<file path="src/verilog/dac_feature_pkg.sv">
`default_nettype none
package dac_feature_pkg;
    localparam int NUM_CH = 6;

    // Register map, at the printed offsets
    localparam logic [7:0] ADDR_SELECT = 8'h10;
    localparam logic [7:0] ADDR_FEATURES = 8'h11;
    localparam logic [7:0] ADDR_DAC_BASE = 8'h12;
    localparam logic [7:0] ADDR_MIX_BASE = 8'h18;
    localparam logic [15:0] SELECT_RESET = 16'h0000;
    localparam logic [15:0] FEATURES_RESET = 16'h0000;
    localparam logic [15:0] CHANNEL_RESET = 16'h0000;

    // Feature group codes
    localparam logic [1:0] GRP_ALL = 2'h0;
    localparam logic [1:0] GRP_VOLUME = 2'h1;
    localparam logic [1:0] GRP_MUTE = 2'h2;
    localparam logic [1:0] GRP_TONE = 2'h3;
    localparam logic [15:0] GRP_ALL_MASK = 16'hffff;
    localparam logic [15:0] GRP_VOLUME_MASK = 16'h00ff;
    localparam logic [15:0] GRP_MUTE_MASK = 16'h0300;
    localparam logic [15:0] GRP_TONE_MASK = 16'hfc00;

    // Fields each kind of target holds
    localparam logic [15:0] DAC_ODD_MASK = 16'hffff;
    localparam logic [15:0] DAC_EVEN_MASK = 16'h3fff;
    localparam logic [15:0] MIX_ODD_MASK = 16'hc7ff;
    localparam logic [15:0] MIX_EVEN_MASK = 16'h07ff;
    localparam int MUTE_BIT = 9;

    // Mixer source codes
    localparam logic [1:0] MIX_CODE_ADC1 = 2'h2;
    localparam logic [1:0] MIX_CODE_ADC2 = 2'h3;

    // Attenuation code map, in quarter dB
    localparam logic [7:0] ATTEN_FINE_LAST = 8'hd4;
    localparam logic [7:0] ATTEN_MUTE_FIRST = 8'hfc;
    localparam logic [8:0] ATTEN_FINE_END_Q = 9'h0d4;
    localparam logic [8:0] ATTEN_COARSE_STEP_Q = 9'h00c;

    typedef enum logic [1:0] {MIX_NONE, MIX_ADC1, MIX_ADC2} mix_source_e;

    typedef struct packed {
        logic [1:0] mixer_source;
        logic [5:0] blend_channel_enable;
        logic [1:0] feature_group;
        logic [5:0] dac_channel_enable;
    } select_s;

    typedef struct packed {
        logic [1:0] input_pairing_select;
        logic [2:0] emphasis_filter_select;
        logic polarity_invert;
        logic mute_request;
        logic fast_mute_mode;
        logic [7:0] attenuation_code;
    } chan_cfg_s;

    typedef struct packed {
        logic invert;
        logic muted;
        logic fast_mute;
        logic full_mute;
        logic [8:0] atten_q;
    } chan_ctrl_s;
endpackage
`default_nettype wire

</file>
<file path="src/verilog/dac_channel_stage.sv">
`timescale 1ns/1ps
`default_nettype none
module dac_channel_stage
    import dac_feature_pkg::*;
(
    // Clock and reset
    input wire logic clk_sys_i,
    input wire logic resetn_i,
    // Settings in
    input wire chan_cfg_s cfg_i,
    input wire logic startup_hold_i,
    // Decoded control out
    output chan_ctrl_s ctrl_o
);
    chan_ctrl_s ctrl;
    chan_ctrl_s next_ctrl;
    logic [7:0] coarse_steps;

    always_comb
    begin
        coarse_steps = 8'(cfg_i.attenuation_code - ATTEN_FINE_LAST) >> 2;
        next_ctrl.invert = cfg_i.polarity_invert;
        // Held muted from start-up until software releases it
        next_ctrl.muted = cfg_i.mute_request | startup_hold_i;
        next_ctrl.fast_mute = cfg_i.fast_mute_mode;
        next_ctrl.full_mute = cfg_i.attenuation_code >= ATTEN_MUTE_FIRST;
        if (cfg_i.attenuation_code <= ATTEN_FINE_LAST)
        begin
            next_ctrl.atten_q = {1'b0, cfg_i.attenuation_code};
        end
        else
        begin
            // Codes between two coarse steps round to the lower step
            next_ctrl.atten_q = ATTEN_FINE_END_Q
                + 9'(coarse_steps[3:0] * ATTEN_COARSE_STEP_Q);
        end
    end

    always_ff @(posedge clk_sys_i or negedge resetn_i)
    begin
        if (!resetn_i)
        begin
            ctrl <= '{invert: 1'b0, muted: 1'b1, fast_mute: 1'b0, full_mute: 1'b0,
                      atten_q: 9'h000};
        end
        else
        begin
            ctrl <= next_ctrl;
        end
    end

    assign ctrl_o = ctrl;
endmodule
`default_nettype wire

</file>
<file path="src/verilog/dac_feature_broadcast_regs.sv">
// Notes on behaviour
// - Select bits 15:14 pick mixer source: 00/01 none, 10 ADC 1, 11 ADC 2.
// - Select bits 13:8 enable which mixing channel registers take feature writes.
// - Select bits 5:0 enable which DAC channel registers take feature writes.
// - Enable bit n-1 picks channel n; zero after reset, none ready.
// - Select bits 7:6 pick the feature group; other fields keep their values.
// - Group 00 all, 01 attenuation, 10 mute pair, 11 emphasis, polarity, pairing.
// - Features register: 16-bit read/write, reset zero, fields as laid out.
// - Polarity bit one inverts the channel output, zero passes it straight.
// - Outputs muted from start-up; mute bit engages and releases muting.
// - Fast mute bit selects quick mute, else soft mute ramping.
// - Attenuation: quarter dB to -53, 3 dB steps to -80, then full mute.
// - Odd DAC channel registers 12h/14h/16h take every field.
// - Even DAC channel registers 13h/15h/17h take all but pairing.
// - Odd mixing registers 18h/1Ah/1Ch take all but emphasis.
// - Even mixing registers 19h/1Bh/1Dh take polarity, mute, fast mute, attenuation.
`timescale 1ns/1ps
`default_nettype none
module dac_feature_broadcast_regs
    import dac_feature_pkg::*;
(
    // Clock and reset
    input wire logic clk_sys_i,
    input wire logic resetn_i,
    // Register port
    input wire logic [7:0] reg_addr_i,
    input wire logic [15:0] reg_wdata_i,
    input wire logic reg_wr_i,
    input wire logic reg_rd_i,
    output logic [15:0] reg_rdata_o,
    output logic reg_rvalid_o,
    // Mixer and channel settings
    output mix_source_e mix_source_o,
    output chan_cfg_s [NUM_CH-1:0] dac_cfg_o,
    output chan_cfg_s [NUM_CH-1:0] mix_cfg_o,
    output chan_ctrl_s [NUM_CH-1:0] dac_ctrl_o,
    output chan_ctrl_s [NUM_CH-1:0] mix_ctrl_o
);
    select_s sel;
    select_s next_sel;
    logic [15:0] features;
    logic [15:0] next_features;
    mix_source_e mix_source;
    mix_source_e next_mix_source;
    logic [15:0] rdata;
    logic [15:0] next_rdata;
    logic rvalid;
    logic next_rvalid;
    logic [15:0] group_mask;
    logic feat_wr;
    chan_cfg_s [NUM_CH-1:0] dac_cfg;
    chan_cfg_s [NUM_CH-1:0] mix_cfg;
    logic [NUM_CH-1:0] dac_hold;
    logic [NUM_CH-1:0] mix_hold;

    function automatic logic [15:0] merge(input logic [15:0] old_v,
                                          input logic [15:0] new_v,
                                          input logic [15:0] mask);
        merge = (old_v & ~mask) | (new_v & mask);
    endfunction

    assign feat_wr = reg_wr_i && (reg_addr_i == ADDR_FEATURES);

    always_comb
    begin
        case (sel.feature_group)
            GRP_ALL: group_mask = GRP_ALL_MASK;
            GRP_VOLUME: group_mask = GRP_VOLUME_MASK;
            GRP_MUTE: group_mask = GRP_MUTE_MASK;
            GRP_TONE: group_mask = GRP_TONE_MASK;
            default: group_mask = GRP_ALL_MASK;
        endcase
    end

    // Select, features, mixer source and read data
    always_comb
    begin
        next_sel = sel;
        next_features = features;
        next_rdata = rdata;
        next_rvalid = reg_rd_i;
        if (reg_wr_i && (reg_addr_i == ADDR_SELECT))
        begin
            next_sel = reg_wdata_i;
        end
        if (feat_wr)
        begin
            next_features = reg_wdata_i;
        end
        case (sel.mixer_source)
            MIX_CODE_ADC1: next_mix_source = MIX_ADC1;
            MIX_CODE_ADC2: next_mix_source = MIX_ADC2;
            default: next_mix_source = MIX_NONE;
        endcase
        if (reg_rd_i)
        begin
            // Unmapped addresses read as zero
            next_rdata = 16'h0000;
            if (reg_addr_i == ADDR_SELECT)
            begin
                next_rdata = sel;
            end
            if (reg_addr_i == ADDR_FEATURES)
            begin
                next_rdata = features;
            end
            for (int i = 0; i < NUM_CH; i++)
            begin
                if (reg_addr_i == ADDR_DAC_BASE + 8'(i))
                begin
                    next_rdata = dac_cfg[i];
                end
                if (reg_addr_i == ADDR_MIX_BASE + 8'(i))
                begin
                    next_rdata = mix_cfg[i];
                end
            end
        end
    end

    always_ff @(posedge clk_sys_i or negedge resetn_i)
    begin
        if (!resetn_i)
        begin
            sel <= SELECT_RESET;
            features <= FEATURES_RESET;
            mix_source <= MIX_NONE;
            rdata <= 16'h0000;
            rvalid <= 1'b0;
        end
        else
        begin
            sel <= next_sel;
            features <= next_features;
            mix_source <= next_mix_source;
            rdata <= next_rdata;
            rvalid <= next_rvalid;
        end
    end

    genvar g;
    generate
        for (g = 0; g < NUM_CH; g++)
        begin : g_chan
            // Index 0 is channel 1, so even indices are the odd channels
            localparam logic [15:0] DAC_MASK = (g % 2 == 0) ? DAC_ODD_MASK : DAC_EVEN_MASK;
            localparam logic [15:0] MIX_MASK = (g % 2 == 0) ? MIX_ODD_MASK : MIX_EVEN_MASK;
            logic dac_direct;
            logic mix_direct;
            logic dac_bcast;
            logic mix_bcast;
            logic [15:0] dac_upd;
            logic [15:0] mix_upd;
            chan_cfg_s next_dac;
            chan_cfg_s next_mix;
            logic next_dac_hold;
            logic next_mix_hold;

            always_comb
            begin
                dac_direct = reg_wr_i && (reg_addr_i == ADDR_DAC_BASE + 8'(g));
                mix_direct = reg_wr_i && (reg_addr_i == ADDR_MIX_BASE + 8'(g));
                dac_bcast = feat_wr && sel.dac_channel_enable[g];
                mix_bcast = feat_wr && sel.blend_channel_enable[g];
                // Broadcast touches only the chosen group of fields the target holds
                dac_upd = dac_direct ? DAC_MASK
                        : (dac_bcast ? (group_mask & DAC_MASK) : 16'h0000);
                mix_upd = mix_direct ? MIX_MASK
                        : (mix_bcast ? (group_mask & MIX_MASK) : 16'h0000);
                next_dac = merge(dac_cfg[g], reg_wdata_i, dac_upd);
                next_mix = merge(mix_cfg[g], reg_wdata_i, mix_upd);
                // Start-up mute ends only on an explicit mute-bit clear
                next_dac_hold = dac_hold[g] && !(dac_upd[MUTE_BIT]
                                                 && !reg_wdata_i[MUTE_BIT]);
                next_mix_hold = mix_hold[g] && !(mix_upd[MUTE_BIT]
                                                 && !reg_wdata_i[MUTE_BIT]);
            end

            always_ff @(posedge clk_sys_i or negedge resetn_i)
            begin
                if (!resetn_i)
                begin
                    dac_cfg[g] <= CHANNEL_RESET;
                    mix_cfg[g] <= CHANNEL_RESET;
                    dac_hold[g] <= 1'b1;
                    mix_hold[g] <= 1'b1;
                end
                else
                begin
                    dac_cfg[g] <= next_dac;
                    mix_cfg[g] <= next_mix;
                    dac_hold[g] <= next_dac_hold;
                    mix_hold[g] <= next_mix_hold;
                end
            end

            dac_channel_stage u_dac_stage (
                .clk_sys_i(clk_sys_i),
                .resetn_i(resetn_i),
                .cfg_i(dac_cfg[g]),
                .startup_hold_i(dac_hold[g]),
                .ctrl_o(dac_ctrl_o[g])
            );

            dac_channel_stage u_mix_stage (
                .clk_sys_i(clk_sys_i),
                .resetn_i(resetn_i),
                .cfg_i(mix_cfg[g]),
                .startup_hold_i(mix_hold[g]),
                .ctrl_o(mix_ctrl_o[g])
            );
        end
    endgenerate

    assign reg_rdata_o = rdata;
    assign reg_rvalid_o = rvalid;
    assign mix_source_o = mix_source;
    assign dac_cfg_o = dac_cfg;
    assign mix_cfg_o = mix_cfg;
endmodule
`default_nettype wire

</file>
<file path="config.mk">
export PLATFORM = sky130hd
export DESIGN_NAME = dac_feature_broadcast_regs
export DESIGN_NICKNAME = d
export VERILOG_FILES = /design/src/verilog/dac_feature_pkg.sv /design/src/verilog/dac_channel_stage.sv /design/src/verilog/dac_feature_broadcast_regs.sv
export SDC_FILE = /design/constraint.sdc
export NUM_CORES = 1
export LEC_CHECK = 0
export BUFFER_PORTS_ARGS = -buffer_cell sky130_fd_sc_hd__buf_2
export CAP_MARGIN = 20
export CORE_MARGIN = 1.5
export CORE_UTILIZATION = 25
export CTS_CLUSTER_DIAMETER = 80
export CTS_CLUSTER_SIZE = 40
export DETAILED_ROUTE_END_ITERATION = 6
export MAX_ROUTING_LAYER = met4
export PLACE_DENSITY = 0.52
export SLEW_MARGIN = 20
export SYNTH_ARGS = -nofsm -noshare
export SYNTH_HDL_FRONTEND = slang
export SYNTH_SLANG_ARGS = --single-unit
</file>
<file path="constraint.sdc">
create_clock -name clk_sys_i -period 3.23 [get_ports clk_sys_i]
set_clock_uncertainty 0.2 [all_clocks]
set_input_delay 0 -clock clk_sys_i [delete_from_list [all_inputs] [get_ports clk_sys_i]]
set_output_delay 0 -clock clk_sys_i [all_outputs]
set_load 0.05 [all_outputs]
</file>
Word level (Yosys, flattened, before mapping):

Index checks and enable logic that the tools add are counted.

* flip-flop bits (word level): 411
* input port bits: 28
* output and inout bits: 367
* logic and storage cells: 407

* add/subtract/negate cells: 24
* multiply operators: 12
* magnitude comparators: 24
* equality and inequality tests: 19
* muxes and demuxes: 52
* bitwise operators: 60
* reductions and logical operators: 64

Operators by type and width (number)
* 16-bit two-way mux: 26
* 16-bit bitwise AND: 18
* 16-bit bitwise OR: 12
* 8-bit by 5-bit == test with 1-bit output (second input constant): 14
* 8-bit by 8-bit adder with 9-bit output (first input constant): 12
* 9-bit two-way mux: 12
* 8-bit >= comparator (second input constant): 12
* 8-bit less-or-equal comparator (second input constant): 12
* 16-bit inverter: 6
* 14-bit two-way mux: 6
* 4-bit by 2-bit multiplier with 6-bit output (second input constant): 12
* 6-bit by 5-bit subtractor with 6-bit output (second input constant): 12
* 11-bit two-way mux: 6
* 16-bit one-hot mux with 4 select lines: 1
* 1-bit logical AND: 50
* 16-bit by 11-bit bitwise AND with 16-bit output: 3
* 16-bit by 14-bit bitwise AND with 16-bit output: 3
* 11-bit inverter with 16-bit output: 3
* 14-bit inverter with 16-bit output: 3
* 1-bit logical NOT: 13
* 1-bit bitwise OR: 12
* 2-bit == test (second input constant): 4
* 2-bit one-hot mux with 2 select lines: 1
* 2-bit by 1-bit == test with 1-bit output (second input constant): 1
* 2-bit logical NOT: 1

Longest topological paths before layout:

* word-level depth: 15
* mapped depth: 9
* gate-level depth less buffers: 9

By module:

From an unflattened synthesis, not the netlist that was laid out.

* cells, all modules: 1771
* area total of the unflattened synthesis: 19900.3 um^2

Modules (own cells, without submodules)
* dac_feature_broadcast_regs: times used 1, cells each 991, area an instance 11327.1 um^2, seq. area each 5645.4 um^2
* dac_channel_stage: times used 12, cells each 65, area an instance 714.4 um^2, seq. area each 326.6 um^2

Worst setup path after synthesis:

Ideal clock, no wire load.

* kind: reg2reg
* start: register with a tool-made name
* end: register g_chan[0].u_mix_stage.ctrl (netlist bit g_chan[0].u_mix_stage.ctrl_o[8])
* setup time: 0.084 ns
* data arrival time: 2.818 ns
* data required time: 2.946 ns
* slack: 0.128 ns
* cell stages (with the launch flop): 10
* buffers on the path: 0
* clock period less this slack: 3.102 ns
* cell sequence: dfrtp_1 inv_1 ha_1 xnor2_1 ha_1 a21o_1 a21oi_1 xnor2_1 or4_1 a21oi_1

RTL lines
* to (signal assigned): line dac_channel_stage.sv:43 `ctrl <= '{invert: 1'b0, muted: 1'b1, fast_mute: 1'b0, full_mute: 1'b0,`
* to (signal assigned): line dac_channel_stage.sv:48 `ctrl <= next_ctrl;`
* to (decl): line dac_channel_stage.sv:15 `chan_ctrl_s ctrl;`

==> summary.txt <==
Run status
  • Outcome: completed

Timing
  • Fin crit share: between 90% and 100%
  • Slew HR: 44.9%
  • Hold Worst Slack: 0.0702 ns
  • Final Hold Viols: 0
  • Total negative slack: 0 ns
  • Worst Max-Slew Pin Slew: 0.819 ns
  • FMAX: 0.328 GHz
  • Setup Viol. Count Final: 0
  • Unrepaired setup endpoints after global routing: false
  • Final Max Tran Viols: 0
  • Final min period: 3.05 ns

Synth
  • Asr flop ratio synth: 100%
  • Netlist Area Pre-Place: 0.0205 mm2
  • Seq/Total Area, Yosys: 46.7%
  • Mapped Cells: 1876
  • Most frequent cells after synthesis: 357 x dfrtp_1, 187 x mux2_2, 118 x nand2_1
  • Warnings, synthesis: 0
  • Post-synth EDFFs: 0
  • Cell variety after synth: just under 80
  • Area leader, netlist: dfrtp_1
  • Mean post-synth cell area: roughly 11 um2
  • Largest cells by area after synthesis: dfrtp_1 44%, mux2_2 10%, ha_1 6.8%
  • Yosys top cell area share: 43.6%
  • Main flop type after synthesis: dfrtp_1
  • Most common cell in the netlist: dfrtp_1
  • Register bit count reported by yosys: ~380

GRT
  • Antenna violations before repair: 1
  • Largest net degree at the start of global routing: 84
  • Vias in the first global route: between 15000 and 20000
  • GRT Util Overall: 17.2%
  • Grt total ovfl: 0
  • Global-route wire length before repair: between 100 and 150 mm

Floorplanning
  • Num ports: roughly 400
  • Row count: 104
  • Die Wd: 289 um
  • Die Y: 289 um
  • Core area: 0.0808 mm2
  • Full die area: about 0.084 mm2
  • Initial Utilization: 25.4%

Worst setup path
  • WS Path Type: in -> reg
  • Reg-to-reg setup timing slack: roughly 0.23 ns
  • R2R depth: 7
  • Critical Path RT: roughly 3.5 ns
  • WP data arrival: ~3.4 ns
  • CP Max Fanout: 26
  • Crit. Startpoint: reg_addr_i[5]
  • Nature of the critical path endpoint: register
  • Critical path startpoint category: primary input
  • R2R Path Start: sel[6]$_DFFE_PN0P_

Finish
  • Area grow syn2layout: 21.9%
  • Share of cells above drive strength 1: around 33%
  • NumNets Final: 2423

Clocking
  • Post-CTS Setup Bufs: 0
  • Total CTS buffers: 30
  • Clk sinks: 381
  • H-tree levels: 1
  • Root Driver: clkbuf_16
  • CTS tree: done
  • CTS Buffer Depth: 3
  • Worst skew pair latency: 0.61 ns
  • Clock slew at reported path FFs: roughly 0.09 ns

Placed design
  • GP Congestion: between 0.8 and 0.9
  • I/O Buffers: ~360
  • Post-DP HPWL: 55.2 mm

Power
  • Pwr Density: between 400 and 500 mW/mm2
  • Pleak: roughly 13 nW
  • Peak supply drop: 0.467 mV
  • Power Total: 0.0122 W

Drt
  • Antenna Violating Nets Remaining: 0
  • Detailed Route Iter0 Violations: 1096
  • DRC viols: 0
  • Post-DR wirelength/cell: 21.5 um
  • Vias per cell: 4.75
  • DRT Pass-1 Iters: 7
  • Final WL: slightly above 70 mm
  • Vias: ~16000

Worst hold path
  • Hold Path Class: in -> reg

Job
  • Max cap viols: 0
[logic make-up (layout without fill, tap and decap cells)]
logic type	after synthesis	in the layout	synth area share, %
other	1	31	0.0183
muxes	212	212	11.5
adders and majority gates	123	123	7.95
and+or+nand+nor	448	448	11.6
DFF	381	381	46.7
xor gates and xnor gates	84	84	3.59
buffers and inverters	219	610	5.39
AOI/OAI and AO/OA	408	408	13.3
[where the power goes]
part	switching, W	total (W)	internal (W)
clock network	0.00205	0.00401	0.00196
registers	0.000223	0.00520	0.00498
logic	0.00202	0.00298	0.000960
[worst min path at each step]
stage	from	end	cells past startpoint
after floorplan	resetn_i	async pin	0
after global placement	resetn_i	g_chan[0].u_dac_stage.ctrl_o[0]$_DFF_PN0_	1
after detailed placement	resetn_i	g_chan[0].u_dac_stage.ctrl_o[0]$_DFF_PN0_	1
after CTS	reg_addr_i[1]	reg_rdata_o[10]$_DFFE_PN0P_	4
after global routing	reg_addr_i[7]	reg_rdata_o[15]$_DFFE_PN0P_	5
final	reg_addr_i[7]	reg_rdata_o[10]$_DFFE_PN0P_	6
[cell type report]
| class | count | area (um2) |
|---|---|---|
| Antenna cell | 1 | 2.50 |
| Clock buffer | 37 | 808 |
| Clock inverter | 19 | 238 |
| Fill cell | 8297 | 55800 |
| Inverter | 85 | 319 |
| Multi-Input combinational cell | 1305 | 9950 |
| Sequential cell | 381 | 9560 |
| Tap cell | 1060 | 1330 |
| Timing Repair Buffer | 469 | 2760 |
[metal layers]
| metal | vias to the layer above | wire (um) | GRT usage (%) |
|---|---|---|---|
| met3 | 94 | 3740 | 2.44 |
| met4 | 0 | 1620 | 3.96 |
| li1 | 7298 | - | - |
| met1 | 8068 | 32100 | 22.5 |
| met5 | - | 0 | - |
| met2 | 486 | 34700 | 28.1 |
[metrics by stage]
step	cells	utilization (%)	worst slack (ns)	instance area, um2
6_report	3357	30.9	0.179	25000
3_3_place_gp	3271	29.2	0.344	23600
5_1_grt	3356	30.9	0.0547	25000
2_1_floorplan	1905	-	0.128	20600
4_1_cts	3356	30.9	0.0500	25000
3_5_place_dp	3271	29.2	0.143	23600
[worst max-delay path, stage by stage]
cell and delay [ns]:
dlygate4sd3_1 0.53, buf_2 0.13, or4b_1 0.58, buf_12 0.20
nor4_4 0.45, a21oi_1 0.12, and2b_1 0.36, mux2_2 0.37
dlygate4sd3_1 0.57
[placed cells by master (no fill, tap or decap), drive strengths merged, types with 8 or more instances in the layout]
cell,n
a21o,34
a22o,9
or2,16
or3,15
and2,40
a21boi,15
mux2i,25
a221oi,15
nor2,91
dfstp,24
or3b,13
mux2,187
dfrtp,357
o21a,18
clkinv,9
nand2,118
xnor2,50
ha,111
inv,91
a211oi,15
fa,12
buf,441
clkbuf,37
a222oi,8
o31ai,13
nor2b,35
a31o,11
dlygate4sd3,28
xor2,34
nand2b,19
conb,30
o2bb2ai,19
nand3,29
and3,10
a21oi,72
nor3,28
o22ai,18
o221ai,9
o21ai,121
[timing repair]
action | 4_1_cts | 5_1_grt
resized for setup | 0 | 2
hold buffers | 29 | 0
hold endpoints to repair | 604 | 0
setup endpoints to repair | 0 | 2
Power figures use the tool's default switching activity.
